File: src/cim_pkg.sv
// Purpose: Shared constants and types for the idle, acknowledge and MAC executor.
// Assumes: Instruction words arrive left aligned, first opcode word in bits 31:16.
// Notes: Product shift mode codes are local to this block.
package cim_pkg;
    // ******************************
    // Opcodes
    // ******************************
    localparam logic [15:0] OP_INTERRUPT_ACK_INSTR = 16'h763F;
    localparam logic [15:0] OP_IDLE = 16'h7621;
    localparam logic [15:0] OP_MACL = 16'h564D;
    localparam logic [15:0] OP_MPYAL = 16'h564C;
    localparam logic [7:0] MACL_NOINC = 8'hC7;
    localparam logic [7:0] MACL_POSTINC = 8'h87;
    localparam logic [7:0] MPYAL_SUB = 8'h00;
    localparam int IMM_W = 16;
    localparam int WORD_W = 32;
    localparam int PADDR_W = 22;
    localparam int TEMP_W = 38;
    localparam int IRQ_N = 16;
    localparam int SYNC_N = IRQ_N + 1;
    // ******************************
    // Product shift mode encodings
    // ******************************
    localparam logic [3:0] PM_L4 = 4'h0;
    localparam logic [3:0] PM_L1 = 4'h1;
    localparam logic [3:0] PM_ZERO = 4'h2;
    localparam logic [3:0] PM_R1 = 4'h3;
    localparam logic [3:0] PM_R2 = 4'h4;
    localparam logic [3:0] PM_R3 = 4'h5;
    localparam logic [3:0] PM_R4 = 4'h6;
    localparam logic [3:0] PM_R5 = 4'h7;
    localparam logic [3:0] PM_R6 = 4'h8;
    // ******************************
    // Reset values
    // ******************************
    localparam logic [31:0] WORD_RST = 32'h00000000;
    localparam logic [21:0] PC_RST = 22'h000000;
    localparam logic [7:0] RPT_RST = 8'h00;
    // ******************************
    // Types
    // ******************************
    typedef struct packed {
        logic z;
        logic n;
        logic c;
        logic v;
    } cim_flags_t;
    typedef struct packed {
        logic [31:0] acc;
        logic c;
        logic v;
    } cim_accres_t;
    typedef enum logic [2:0] {IDL_RUN, IDL_FLUSH, IDL_DRAIN, IDL_FILL, IDL_GATED,
        IDL_SLEEP} cim_idle_t;
    typedef enum logic [1:0] {MAC_OFF, MAC_FETCH, MAC_EXEC} cim_mac_t;
endpackage

File: src/cim_exec.sv
// Purpose: Executes interrupt acknowledge, idle, program-memory MAC and multiply-add-previous.
// Assumes: Program memory returns read data one cycle after PROG_RD_OUT is high.
// Notes: Runs on the free-running input clock; the core clock gate is an output.
// Contract
// - acknowledge drives its 16-bit immediate on data bus 15:0 for one cycle
// - non-repeatable instruction after repeat prefix clears repeat count, runs once
// - idle flushes pipeline, waits memory cycles done, then sets idle status flag
// - core clock gated once instruction buffer full; clock output keeps running
// - program counter holds idle instruction address while idle
// - idle output goes high after the core clock stops
// - enabled or nonmaskable interrupt clears flag, advances PC by one, exits idle
// - maskable wake needs its enable bit; global mask does not block wake
// - maskable wake with global mask zero runs service routine, else skips it
// - nonmaskable wake always runs the service routine
// - program MAC decoded from two encodings, takes N+2 cycles
// - program MAC first adds unsigned unshifted product into accumulator
// - second operand read via pointer seven from 22-bit program space, signed
// - keep product bits 37:0 and select stored bits by shift mode
// - post-increment encoding adds one to pointer seven after the read
// - operand field update of pointer seven beats the post-increment
// - zero flag on accumulator zero, negative flag from accumulator bit 31
// - carry from accumulate; overflow set on signed overflow, else kept
// - unsigned carry counter counts every accumulate carry, ignores saturate mode
// - repeated MAC runs N+1 times; overflow keeps any intermediate overflow
// - multiply-add-previous adds product then stores shifted multiplicand product
// - multiply-add-previous updates flags and counter like program MAC
`timescale 1ns/10ps
`default_nettype none
module cim_exec #(
    parameter int OVC_W = 16
) (
    input wire logic CLK_IN,
    input wire logic RST_N_IN,
    input wire logic INSTR_VALID_IN,
    input wire logic [31:0] INSTR_WORD_IN,
    input wire logic [21:0] INSTR_PC_IN,
    input wire logic REPEAT_LOAD_IN,
    input wire logic [7:0] REPEAT_VALUE_IN,
    input wire logic [31:0] DATA_OPERAND_IN,
    input wire logic [31:0] MULTIPLICAND_IN,
    input wire logic [3:0] PRODUCT_SHIFT_MODE_IN,
    input wire logic LOC_WRITES_AUX_POINTER_SEVEN_IN,
    input wire logic [31:0] LOC_AUX_POINTER_SEVEN_VALUE_IN,
    input wire logic AUX_POINTER_SEVEN_LOAD_IN,
    input wire logic [31:0] AUX_POINTER_SEVEN_VALUE_IN,
    input wire logic [31:0] PROG_DATA_IN,
    input wire logic PIPE_FLUSHED_IN,
    input wire logic MEM_IDLE_IN,
    input wire logic IBUF_FULL_IN,
    input wire logic [15:0] IRQ_LINES_IN,
    input wire logic NMI_IN,
    input wire logic [15:0] IRQ_ENABLE_MASK_IN,
    input wire logic GLOBAL_IRQ_MASK_IN,
    output logic INSTR_READY_OUT,
    output logic [15:0] DATA_BUS_OUT,
    output logic DATA_BUS_EN_OUT,
    output logic [7:0] REPEAT_COUNT_OUT,
    output logic [21:0] PROG_ADDR_OUT,
    output logic PROG_RD_OUT,
    output logic [31:0] AUX_POINTER_SEVEN_OUT,
    output logic [31:0] ACC_OUT,
    output logic [31:0] PRODUCT_OUT,
    output cim_pkg::cim_flags_t FLAGS_OUT,
    output logic [OVC_W-1:0] UNSIGNED_CARRY_COUNTER_OUT,
    output logic IDLE_STATUS_FLAG_OUT,
    output logic CORE_CLK_EN_OUT,
    output logic CORE_CLOCK_OUT_EN_OUT,
    output logic IDLE_OUT,
    output logic [21:0] PC_OUT,
    output logic ISR_TAKE_OUT
);
    import cim_pkg::*;

    // A counter wider than the accumulator word has no meaning here
    if (OVC_W < 1 || OVC_W > 32) begin : g_bad_ovc_w
        $error("OVC_W out of range");
    end

    // ******************************
    // Decode
    // ******************************
    logic accept;
    logic dec_interrupt_ack_instr;
    logic dec_idle;
    logic dec_macl;
    logic dec_mpyal;
    logic macl_inc;
    assign accept = INSTR_VALID_IN && INSTR_READY_OUT;
    assign dec_interrupt_ack_instr = INSTR_WORD_IN[31:16] == OP_INTERRUPT_ACK_INSTR;
    assign dec_idle = INSTR_WORD_IN[31:16] == OP_IDLE;
    // Two encodings of the program MAC
    assign macl_inc = INSTR_WORD_IN[15:8] == MACL_POSTINC;
    assign dec_macl = INSTR_WORD_IN[31:16] == OP_MACL &&
        (INSTR_WORD_IN[15:8] == MACL_NOINC || macl_inc);
    assign dec_mpyal = INSTR_WORD_IN[31:16] == OP_MPYAL && INSTR_WORD_IN[15:8] == MPYAL_SUB;

    // ******************************
    // Arithmetic helpers
    // ******************************
    function automatic cim_accres_t acc_add(input logic [31:0] a, input logic [31:0] p);
        logic [32:0] sum;
        cim_accres_t r;
        sum = {1'b0, a} + {1'b0, p};
        r.acc = sum[31:0];
        r.c = sum[32];
        r.v = (a[31] == p[31]) && (sum[31] != a[31]);
        return r;
    endfunction

    function automatic logic [31:0] pm_select(input logic [3:0] pm, input logic [31:0] x,
                                              input logic [31:0] y);
        logic signed [63:0] prod;
        logic [TEMP_W-1:0] t;
        logic [31:0] r;
        prod = $signed(x) * $signed(y);
        t = prod[TEMP_W-1:0];
        // Only the low 38 bits ever reach the product register
        case (pm)
            PM_L4: r = {t[27:0], 4'h0};
            PM_L1: r = {t[30:0], 1'b0};
            PM_ZERO: r = t[31:0];
            PM_R1: r = t[32:1];
            PM_R2: r = t[33:2];
            PM_R3: r = t[34:3];
            PM_R4: r = t[35:4];
            PM_R5: r = t[36:5];
            PM_R6: r = t[37:6];
            default: r = t[31:0];
        endcase
        return r;
    endfunction

    // ******************************
    // Interrupt input synchronisers
    // ******************************
    logic [SYNC_N-1:0] sync_raw;
    logic [SYNC_N-1:0] sync_1_r;
    logic [SYNC_N-1:0] sync_2_r;
    logic [SYNC_N-1:0] sync_3_r;
    logic [SYNC_N-1:0] sync_f_r;
    assign sync_raw = {NMI_IN, IRQ_LINES_IN};
    genvar gi;
    generate
        for (gi = 0; gi < SYNC_N; gi++) begin : g_sync
            // A level is taken only once the last two stages agree
            always_ff @(posedge CLK_IN or negedge RST_N_IN) begin
                if (!RST_N_IN) begin
                    sync_1_r[gi] <= 1'b0;
                    sync_2_r[gi] <= 1'b0;
                    sync_3_r[gi] <= 1'b0;
                    sync_f_r[gi] <= 1'b0;
                end else begin
                    sync_1_r[gi] <= sync_raw[gi];
                    sync_2_r[gi] <= sync_1_r[gi];
                    sync_3_r[gi] <= sync_2_r[gi];
                    if (sync_2_r[gi] == sync_3_r[gi]) begin
                        sync_f_r[gi] <= sync_3_r[gi];
                    end
                end
            end
        end
    endgenerate

    logic nmi_f;
    logic irq_hit;
    logic wake;
    assign nmi_f = sync_f_r[IRQ_N];
    // Global mask deliberately not part of the wake term
    assign irq_hit = |(sync_f_r[IRQ_N-1:0] & IRQ_ENABLE_MASK_IN);
    assign wake = irq_hit || nmi_f;

    // ******************************
    // Idle sequencer
    // ******************************
    cim_idle_t idle_r;
    logic sleep_wake;
    assign sleep_wake = idle_r == IDL_SLEEP && wake;

    always_ff @(posedge CLK_IN or negedge RST_N_IN) begin
        if (!RST_N_IN) begin
            idle_r <= IDL_RUN;
            IDLE_STATUS_FLAG_OUT <= 1'b0;
            CORE_CLK_EN_OUT <= 1'b1;
            IDLE_OUT <= 1'b0;
            ISR_TAKE_OUT <= 1'b0;
        end else begin
            ISR_TAKE_OUT <= 1'b0;
            case (idle_r)
                IDL_RUN: begin
                    if (accept && dec_idle) begin
                        idle_r <= IDL_FLUSH;
                    end
                end
                IDL_FLUSH: begin
                    if (PIPE_FLUSHED_IN) begin
                        idle_r <= IDL_DRAIN;
                    end
                end
                IDL_DRAIN: begin
                    if (MEM_IDLE_IN) begin
                        idle_r <= IDL_FILL;
                        IDLE_STATUS_FLAG_OUT <= 1'b1;
                    end
                end
                IDL_FILL: begin
                    if (IBUF_FULL_IN) begin
                        idle_r <= IDL_GATED;
                        CORE_CLK_EN_OUT <= 1'b0;
                    end
                end
                IDL_GATED: begin
                    idle_r <= IDL_SLEEP;
                    IDLE_OUT <= 1'b1;
                end
                IDL_SLEEP: begin
                    if (wake) begin
                        idle_r <= IDL_RUN;
                        IDLE_STATUS_FLAG_OUT <= 1'b0;
                        CORE_CLK_EN_OUT <= 1'b1;
                        IDLE_OUT <= 1'b0;
                        // Masked wake skips the routine and resumes after idle
                        ISR_TAKE_OUT <= nmi_f || !GLOBAL_IRQ_MASK_IN;
                    end
                end
                default: idle_r <= IDL_RUN;
            endcase
        end
    end

    // Clocks outside the core are off in reset, then never stop
    always_ff @(posedge CLK_IN or negedge RST_N_IN) begin
        if (!RST_N_IN) begin
            CORE_CLOCK_OUT_EN_OUT <= 1'b0;
        end else begin
            CORE_CLOCK_OUT_EN_OUT <= 1'b1;
        end
    end

    // PC stays on the idle opcode until wake
    always_ff @(posedge CLK_IN or negedge RST_N_IN) begin
        if (!RST_N_IN) begin
            PC_OUT <= PC_RST;
        end else if (accept) begin
            PC_OUT <= INSTR_PC_IN;
        end else if (sleep_wake) begin
            PC_OUT <= PC_OUT + 22'h000001;
        end
    end

    // ******************************
    // Interrupt acknowledge
    // ******************************
    always_ff @(posedge CLK_IN or negedge RST_N_IN) begin
        if (!RST_N_IN) begin
            DATA_BUS_OUT <= 16'h0000;
            DATA_BUS_EN_OUT <= 1'b0;
        end else begin
            DATA_BUS_EN_OUT <= accept && dec_interrupt_ack_instr;
            if (accept && dec_interrupt_ack_instr) begin
                DATA_BUS_OUT <= INSTR_WORD_IN[IMM_W-1:0];
            end
        end
    end

    // ******************************
    // Multiply-accumulate datapath
    // ******************************
    cim_mac_t mac_r;
    logic postinc_r;
    logic mac_last;
    logic [31:0] aux_pointer_seven_nxt;
    logic [PADDR_W-1:0] prog_step;
    cim_accres_t add_res;
    assign prog_step = {{(PADDR_W-1){1'b0}}, postinc_r};
    assign mac_last = mac_r == MAC_EXEC && REPEAT_COUNT_OUT == RPT_RST;
    assign add_res = acc_add(ACC_OUT, PRODUCT_OUT);

    always_comb begin
        aux_pointer_seven_nxt = AUX_POINTER_SEVEN_OUT;
        if (LOC_WRITES_AUX_POINTER_SEVEN_IN) begin
            aux_pointer_seven_nxt = LOC_AUX_POINTER_SEVEN_VALUE_IN;
        end else if (postinc_r) begin
            aux_pointer_seven_nxt = AUX_POINTER_SEVEN_OUT + 32'h00000001;
        end
    end

    always_ff @(posedge CLK_IN or negedge RST_N_IN) begin
        if (!RST_N_IN) begin
            mac_r <= MAC_OFF;
            postinc_r <= 1'b0;
        end else begin
            case (mac_r)
                MAC_OFF: begin
                    if (accept && dec_macl) begin
                        mac_r <= MAC_FETCH;
                        postinc_r <= macl_inc;
                    end
                end
                MAC_FETCH: mac_r <= MAC_EXEC;
                MAC_EXEC: begin
                    if (mac_last) begin
                        mac_r <= MAC_OFF;
                    end
                end
                default: mac_r <= MAC_OFF;
            endcase
        end
    end

    // Repeat count: loaded by prefix, cleared by non-repeatable ones
    always_ff @(posedge CLK_IN or negedge RST_N_IN) begin
        if (!RST_N_IN) begin
            REPEAT_COUNT_OUT <= RPT_RST;
        end else if (mac_r == MAC_EXEC && !mac_last) begin
            REPEAT_COUNT_OUT <= REPEAT_COUNT_OUT - 8'h01;
        end else if (accept && (dec_interrupt_ack_instr || dec_idle || dec_mpyal)) begin
            REPEAT_COUNT_OUT <= RPT_RST;
        end else if (REPEAT_LOAD_IN && INSTR_READY_OUT) begin
            REPEAT_COUNT_OUT <= REPEAT_VALUE_IN;
        end
    end

    // Program reads confined to 22-bit space; pointer seven itself is kept as 32 bits
    always_ff @(posedge CLK_IN or negedge RST_N_IN) begin
        if (!RST_N_IN) begin
            AUX_POINTER_SEVEN_OUT <= WORD_RST;
            PROG_ADDR_OUT <= PC_RST;
            PROG_RD_OUT <= 1'b0;
        end else if (mac_r == MAC_OFF) begin
            if (AUX_POINTER_SEVEN_LOAD_IN) begin
                AUX_POINTER_SEVEN_OUT <= AUX_POINTER_SEVEN_VALUE_IN;
            end
            PROG_RD_OUT <= accept && dec_macl;
            PROG_ADDR_OUT <= AUX_POINTER_SEVEN_OUT[PADDR_W-1:0];
        end else if (mac_r == MAC_FETCH) begin
            // Reads run two cycles ahead of use, so the second address leaves here
            PROG_ADDR_OUT <= AUX_POINTER_SEVEN_OUT[PADDR_W-1:0] + prog_step;
            PROG_RD_OUT <= REPEAT_COUNT_OUT != RPT_RST;
        end else if (mac_r == MAC_EXEC) begin
            // Limitation: an operand-field rewrite steers reads only two cycles later
            AUX_POINTER_SEVEN_OUT <= aux_pointer_seven_nxt;
            PROG_ADDR_OUT <= aux_pointer_seven_nxt[PADDR_W-1:0] + prog_step;
            PROG_RD_OUT <= REPEAT_COUNT_OUT > 8'h01;
        end
    end

    // Accumulate, product and flags shared by both multiply forms
    logic do_acc;
    logic [31:0] mul_a;
    assign do_acc = mac_r == MAC_EXEC || (accept && dec_mpyal);
    assign mul_a = (mac_r == MAC_EXEC) ? PROG_DATA_IN : MULTIPLICAND_IN;

    always_ff @(posedge CLK_IN or negedge RST_N_IN) begin
        if (!RST_N_IN) begin
            ACC_OUT <= WORD_RST;
            PRODUCT_OUT <= WORD_RST;
            FLAGS_OUT <= '0;
            UNSIGNED_CARRY_COUNTER_OUT <= '0;
        end else if (do_acc) begin
            ACC_OUT <= add_res.acc;
            PRODUCT_OUT <= pm_select(PRODUCT_SHIFT_MODE_IN, mul_a, DATA_OPERAND_IN);
            FLAGS_OUT.z <= add_res.acc == WORD_RST;
            FLAGS_OUT.n <= add_res.acc[31];
            FLAGS_OUT.c <= add_res.c;
            FLAGS_OUT.v <= FLAGS_OUT.v || add_res.v;
            UNSIGNED_CARRY_COUNTER_OUT <= UNSIGNED_CARRY_COUNTER_OUT +
                OVC_W'(add_res.c);
        end
    end

    // Ready only when both sequencers rest and no start is being taken
    always_ff @(posedge CLK_IN or negedge RST_N_IN) begin
        if (!RST_N_IN) begin
            INSTR_READY_OUT <= 1'b0;
        end else begin
            INSTR_READY_OUT <= (idle_r == IDL_RUN || sleep_wake) &&
                !(accept && (dec_idle || dec_macl)) &&
                (mac_r == MAC_OFF || mac_last) && !(mac_r == MAC_FETCH);
        end
    end
endmodule
`default_nettype wire

File: config.mk
export PLATFORM = sky130hd
export DESIGN_NAME = cim_exec
export DESIGN_NICKNAME = d
export VERILOG_FILES = /design/src/cim_pkg.sv /design/src/cim_exec.sv
export SDC_FILE = /design/constraint.sdc
export NUM_CORES = 2
export LEC_CHECK = 0
export BUFFER_PORTS_ARGS = -buffer_cell sky130_fd_sc_hd__buf_2
export CAP_MARGIN = 10
export CORE_MARGIN = 2
export CORE_UTILIZATION = 66
export DETAILED_ROUTE_END_ITERATION = 12
export HOLD_SLACK_MARGIN = 0.08
export PLACE_DENSITY = 0.88
export SYNTH_ARGS = -nofsm -noshare
export SYNTH_HDL_FRONTEND = slang
export SYNTH_SLANG_ARGS = --single-unit
File: constraint.sdc
create_clock -name CLK_IN -period 21.1 [get_ports CLK_IN]
set_input_delay 1.055 -clock CLK_IN [delete_from_list [all_inputs] [get_ports CLK_IN]]
set_output_delay 1.055 -clock CLK_IN [all_outputs]
set_load 0.01 [all_outputs]
### After elaboration in Yosys (flattened, before gate mapping)

Index checks and enable logic that the tools add are counted.

* add/sub/neg operators: 7
* multipliers: 1
* $lt $le $gt $ge: 1
* equal/unequal tests: 48
* multiplexer cells: 37
* bitwise operators: 1
* reduce and logical (&&, ||, !) cells: 55

Operators with widths (count)
* 32-bit one-hot mux with 8 select lines: 1
* 32-bit 2-to-1 mux: 7
* 22-bit 2-to-1 mux: 5
* 16-bit by 15-bit equality test with 1-bit output, second input constant: 4
* 22-bit by 1-bit adder with 22-bit output: 2
* 32-bit by 32-bit multiplier with 38-bit output: 1
* 32-bit by 32-bit adder with 33-bit output: 1
* 32-bit by 1-bit adder with 32-bit output, second input constant: 1
* 32-bit logical NOT: 1
* 8-bit 2-to-1 mux: 3
* 22-bit by 1-bit adder with 22-bit output, second input constant: 1
* 1-bit equality test: 18
* 2-bit inequality test, second input constant: 9
* 3-bit one-hot mux with 6 select lines: 1
* 1-bit logical AND: 17
* 16-bit by 1-bit adder with 16-bit output: 1
* 16-bit bitwise AND: 1
* 4-bit by 3-bit equality test with 1-bit output, second input constant: 4
* 8-bit equality test, second input constant: 2
* 8-bit logical NOT: 2
* 16-bit OR reduction: 1
* 3-bit 2-to-1 mux: 5
* 1-bit logical OR: 10
* 2-bit nonzero test: 5
* other kinds (25): 47

* register bits after elaboration: 266
* input port bits: 269
* output and inout port bits: 192
* logic and storage cells: 242

### Longest topological paths before layout

* word-level depth: 9
* gate-level depth with buffers: 35

### Worst setup path after synthesis

Ideal clock, no wire load.

* path type: input-to-reg
* start: input port PROG_DATA_IN[9]
* end: register PRODUCT_OUT[25]
* library setup time: 0.139 ns
* data arrival time: 8.117 ns
* data required time: 20.961 ns
* setup slack: 12.844 ns
* cell stages on the path: 27
* path buffers: 3
* cells stage by stage: mux2_2 clkbuf_1 clkbuf_1 nand2_1 fa_1 fa_1 inv_1 fa_1 inv_1 fa_1 inv_1 fa_1 fa_1 fa_1 fa_1 ha_1 clkbuf_1 and4_1 nand3_1 nor3_1 o211ai_1 and3_1 xnor2_1 a221oi_1 o21ai_0 a2111oi_0 a21oi_1

* cells in the longest elaborated chain, start to end: 3

RTL lines
* start: declaration: RTL line cim_exec.sv:46 `input wire logic [31:0] PROG_DATA_IN,`
* 32-bit 2-to-1 mux: RTL line cim_exec.sv:351 `assign mul_a = (mac_r == MAC_EXEC) ? PROG_DATA_IN : MULTIPLICAND_IN;`
* 32-bit by 32-bit multiplier with 38-bit output: RTL line cim_exec.sv:115 `prod = $signed(x) * $signed(y);`
* 32-bit one-hot mux with 8 select lines: RTL line cim_exec.sv:118 `case (pm)`
* end signal: assignment: RTL line cim_exec.sv:361 `PRODUCT_OUT <= pm_select(PRODUCT_SHIFT_MODE_IN, mul_a, DATA_OPERAND_IN);`
* end: declaration: RTL line cim_exec.sv:62 `output logic [31:0] PRODUCT_OUT,`

Every way passes these cells.
A chain may end at the register's enable or synchronous reset.

### Worst setup path after layout

* start: register mac_r[0]
* end: register PRODUCT_OUT[25]

* cells in the longest elaborated chain, start to end: 4

RTL lines
* start: declaration: RTL line cim_exec.sv:268 `cim_mac_t mac_r;`
* start signal: assignment: RTL line cim_exec.sv:289 `mac_r <= MAC_OFF;`
* start signal: assignment: RTL line cim_exec.sv:295 `mac_r <= MAC_FETCH;`
* start signal: assignment: RTL line cim_exec.sv:299 `MAC_FETCH: mac_r <= MAC_EXEC;`
* 2-bit equality test *: RTL line cim_exec.sv:350, cim_exec.sv:351
* 32-bit 2-to-1 mux: RTL line cim_exec.sv:351
* 32-bit by 32-bit multiplier with 38-bit output: RTL line cim_exec.sv:115
* 32-bit one-hot mux with 8 select lines: RTL line cim_exec.sv:118

Every way passes the cells marked *; elsewhere a longest branch is shown, timed or not.

==> flow_summary.json <==
{
  "status": "finished clean",
  "place_congestion": 0.978,
  "finalHoldViolations": 0,
  "synth-seq-cells": 265,
  "cts.clk_slew.worst_paths_ps": 70,
  "grt_pass1_vias": 34690,
  "hpwl_mm": 91.7,
  "drc_errors": 0,
  "ios": 461,
  "skew_ps": 41.1,
  "arrival_ps": 10500,
  "die-area_sq_mm": 0.0613,
  "clk_latency_ps": 600,
  "grt-ovfl-total": 0,
  "cts-resized-gates": 0,
  "ant_nets": 0,
  "period_needed_ps": 10030,
  "port_buffers": 460,
  "final_common_cell": "inv_1",
  "regToRegSetupSlack_ps": 11070,
  "final.period_utilization_pct": 47.5,
  "synth_nets": 5434,
  "synth_flop_cell": "dfrtp_1",
  "criticalPathCategory": "flip-flop to flip-flop",
  "drt_iter0_markers": 3521,
  "layout-drive-gt1-share_pct": 14.0,
  "nNetsFinal": 5698,
  "worst_pin_slew_ps": 1110,
  "cts_hold_buf": 0,
  "start_kind": "flip-flop",
  "cp-startpoint": "mac_r[0]$_DFFE_PN0P_",
  "synth_area_sq_mm": 0.0391,
  "firstDrtPassIters": 8,
  "die_w_um": 248,
  "worst-path-max-fanout": 61,
  "grt_pass1_wl_mm": 188,
  "synth-edff-count": 0,
  "r2r_start": "mac_r[0]$_DFFE_PN0P_",
  "r2r_end": "PRODUCT_OUT[25]$_DFFE_PN0P_",
  "ys.warnings.count": 0,
  "num_vias": 34366,
  "cts_tree": "yes",
  "rsz0062_at_grt": "false",
  "critPathCaptureType": "flip-flop",
  "core_area_sq_mm": 0.0588,
  "synthToLayoutAreaGrowth_pct": 9.13,
  "critPathCapture": "PRODUCT_OUT[25]$_DFFE_PN0P_",
  "synth.top_cell.area_share_pct": 30.1,
  "hp-class": "flip-flop to flip-flop",
  "synth.largest_area_cell": "fa_1",
  "holdWs_ps": 317,
  "r2r_cells": 28,
  "setup_tns_ps": 0,
  "numCtsBuffers": 29,
  "clock-sinks": 265,
  "htreeDepth": 1,
  "postCtsSetupBuffers": 0,
  "drv_cap": 0,
  "synth_seq_area_share_pct": 16.9,
  "syn_inst": 4379,
  "cp.required_ps": 21560,
  "drv_slew": 0,
  "synth.distinct_cells": 99,
  "routed_wl_mm": 121,
  "fp.dieH_um": 248,
  "setup_viol": 0,
  "slowest_delay_ps": 700,
  "wire_per_inst_um": 22.2,
  "num_rows": 89,
  "slew_headroom_pct": 25.1,
  "track_usage_pct": 39.4,
  "synth.area.top_cells": "fa_1 30%, dfrtp_1 17%, and2_1 6.5%",
  "avgViaCountPerCell": 6.29,
  "cts-root-buf": "clkbuf_16",
  "syn_area_per_cell_sq_um": 8.94,
  "final_cell_mix": "650 x inv_1, 589 x fa_1, 569 x nand2_1",
  "grt_antenna_before_repair": 26,
  "initial_core_util_pct": 66.6,
  "fmaxAchievable_mhz": 99.7,
  "grt_max_degree": 155,
  "cp_slowest_cell": "mux2_2",
  "cts_buffer_depth": 3,
  "async_reset_ff_share_pct": 100,
  "crit_top_cell": "fa_1"
}
## cell families after synthesis
family | share of synthesized area (%)
buf+inv | 8.88
fa+ha+maj | 36.9
xor+xnor | 3.90
simple gates | 18.3
other cells | 0.00958
compound gates | 12.8
mux | 2.33
flops | 16.9
## synthesized netlist by cell type (29+ instances only)
| master | n |
|---|---|
| nand2_1 | 569 |
| fa_1 | 589 |
| nand3_1 | 58 |
| nor2b_1 | 29 |
| xnor2_1 | 114 |
| clkbuf_1 | 212 |
| mux2_2 | 54 |
| and3_1 | 29 |
| a211oi_1 | 32 |
| a21oi_1 | 130 |
| nor3_1 | 38 |
| o22ai_1 | 54 |
| ha_1 | 197 |
| nand4_1 | 31 |
| xor2_1 | 50 |
| inv_1 | 650 |
| dfrtp_1 | 264 |
| a22oi_1 | 36 |
| o21ai_0 | 173 |
| a221oi_1 | 34 |
| a21o_1 | 36 |
| and2_1 | 407 |
| nor2_1 | 132 |
## registers in the layout (all words and copies together) (netlist names), 2 cells and up
name / cells
ACC_OUT: 32
AUX_POINTER_SEVEN_OUT: 32
PRODUCT_OUT: 32
PC_OUT: 22
PROG_ADDR_OUT: 22
sync_1_r: 17
sync_2_r: 17
sync_3_r: 17
DATA_BUS_OUT: 16
UNSIGNED_CARRY_COUNTER_OUT: 16
sync_f_r: 16
REPEAT_COUNT_OUT: 8
FLAGS_OUT: 3
idle_r: 3
mac_r: 2
## through the flow
stage / cell area (sq um) / worst slack (ps) / util [%] / std cells
after floorplan: 39100 / 12840 / - / 4379
after global placement: 41700 / 11420 / 70.9 / 5384
after detailed placement: 41700 / 11240 / 70.9 / 5384
after CTS: 42600 / 11250 / 72.5 / 5437
after global routing: 42700 / 10530 / 72.6 / 5460
final: 42700 / 11070 / 72.7 / 5461
## cell type report
cell class                 instances  area [sq um]
tap                              773           967
clock inverter                    20           208
multi-input combinational       3203         29100
fill                            4183         16100
clock buffer                      33           761
sequential                       265          6640
inverter                         653          2450
timing repair buffer             491          2560
antenna                           23          57.6
## worst max-delay path: cells and delay by family, from the launching register on
kind | cells | cell delay (ps)
buffers and inverters | 6 | 1100
AO/OA/AOI/OAI | 5 | 1200
flip-flops | 1 | 390
AND/OR/NAND/NOR | 6 | 1620
multiplexers | 1 | 700
adder cells (fa/ha/maj) | 9 | 4530
XOR/XNOR | 1 | 280
## how the worst min path moves through the flow
stage | from | to | slack (ps) | cells past startpoint
2_1_floorplan | sync_1_r[0]$_DFF_PN0_ | sync_2_r[0]$_DFF_PN0_ | 330 | 0
6_report | sync_1_r[12]$_DFF_PN0_ | sync_2_r[12]$_DFF_PN0_ | 320 | 0
3_3_place_gp | sync_1_r[2]$_DFF_PN0_ | sync_2_r[2]$_DFF_PN0_ | 330 | 0
4_1_cts | sync_1_r[12]$_DFF_PN0_ | sync_2_r[12]$_DFF_PN0_ | 310 | 0
5_1_grt | sync_1_r[12]$_DFF_PN0_ | sync_2_r[12]$_DFF_PN0_ | 340 | 0
3_5_place_dp | sync_1_r[12]$_DFF_PN0_ | sync_2_r[12]$_DFF_PN0_ | 330 | 0
## per-layer routing
| metal | vias to the layer above | track usage (%) | wire length [um] |
|---|---|---|---|
| met5 | - | 0 | 24 |
| met4 | 4 | 26.2 | 8970 |
| met3 | 596 | 8.27 | 13300 |
| met2 | 2264 | 63.4 | 56700 |
| met1 | 16770 | 48.3 | 42000 |
| li1 | 14732 | - | - |
Power is not shown: default switching activity piles up to over one toggle a cycle in this logic, so the estimate is an artifact.
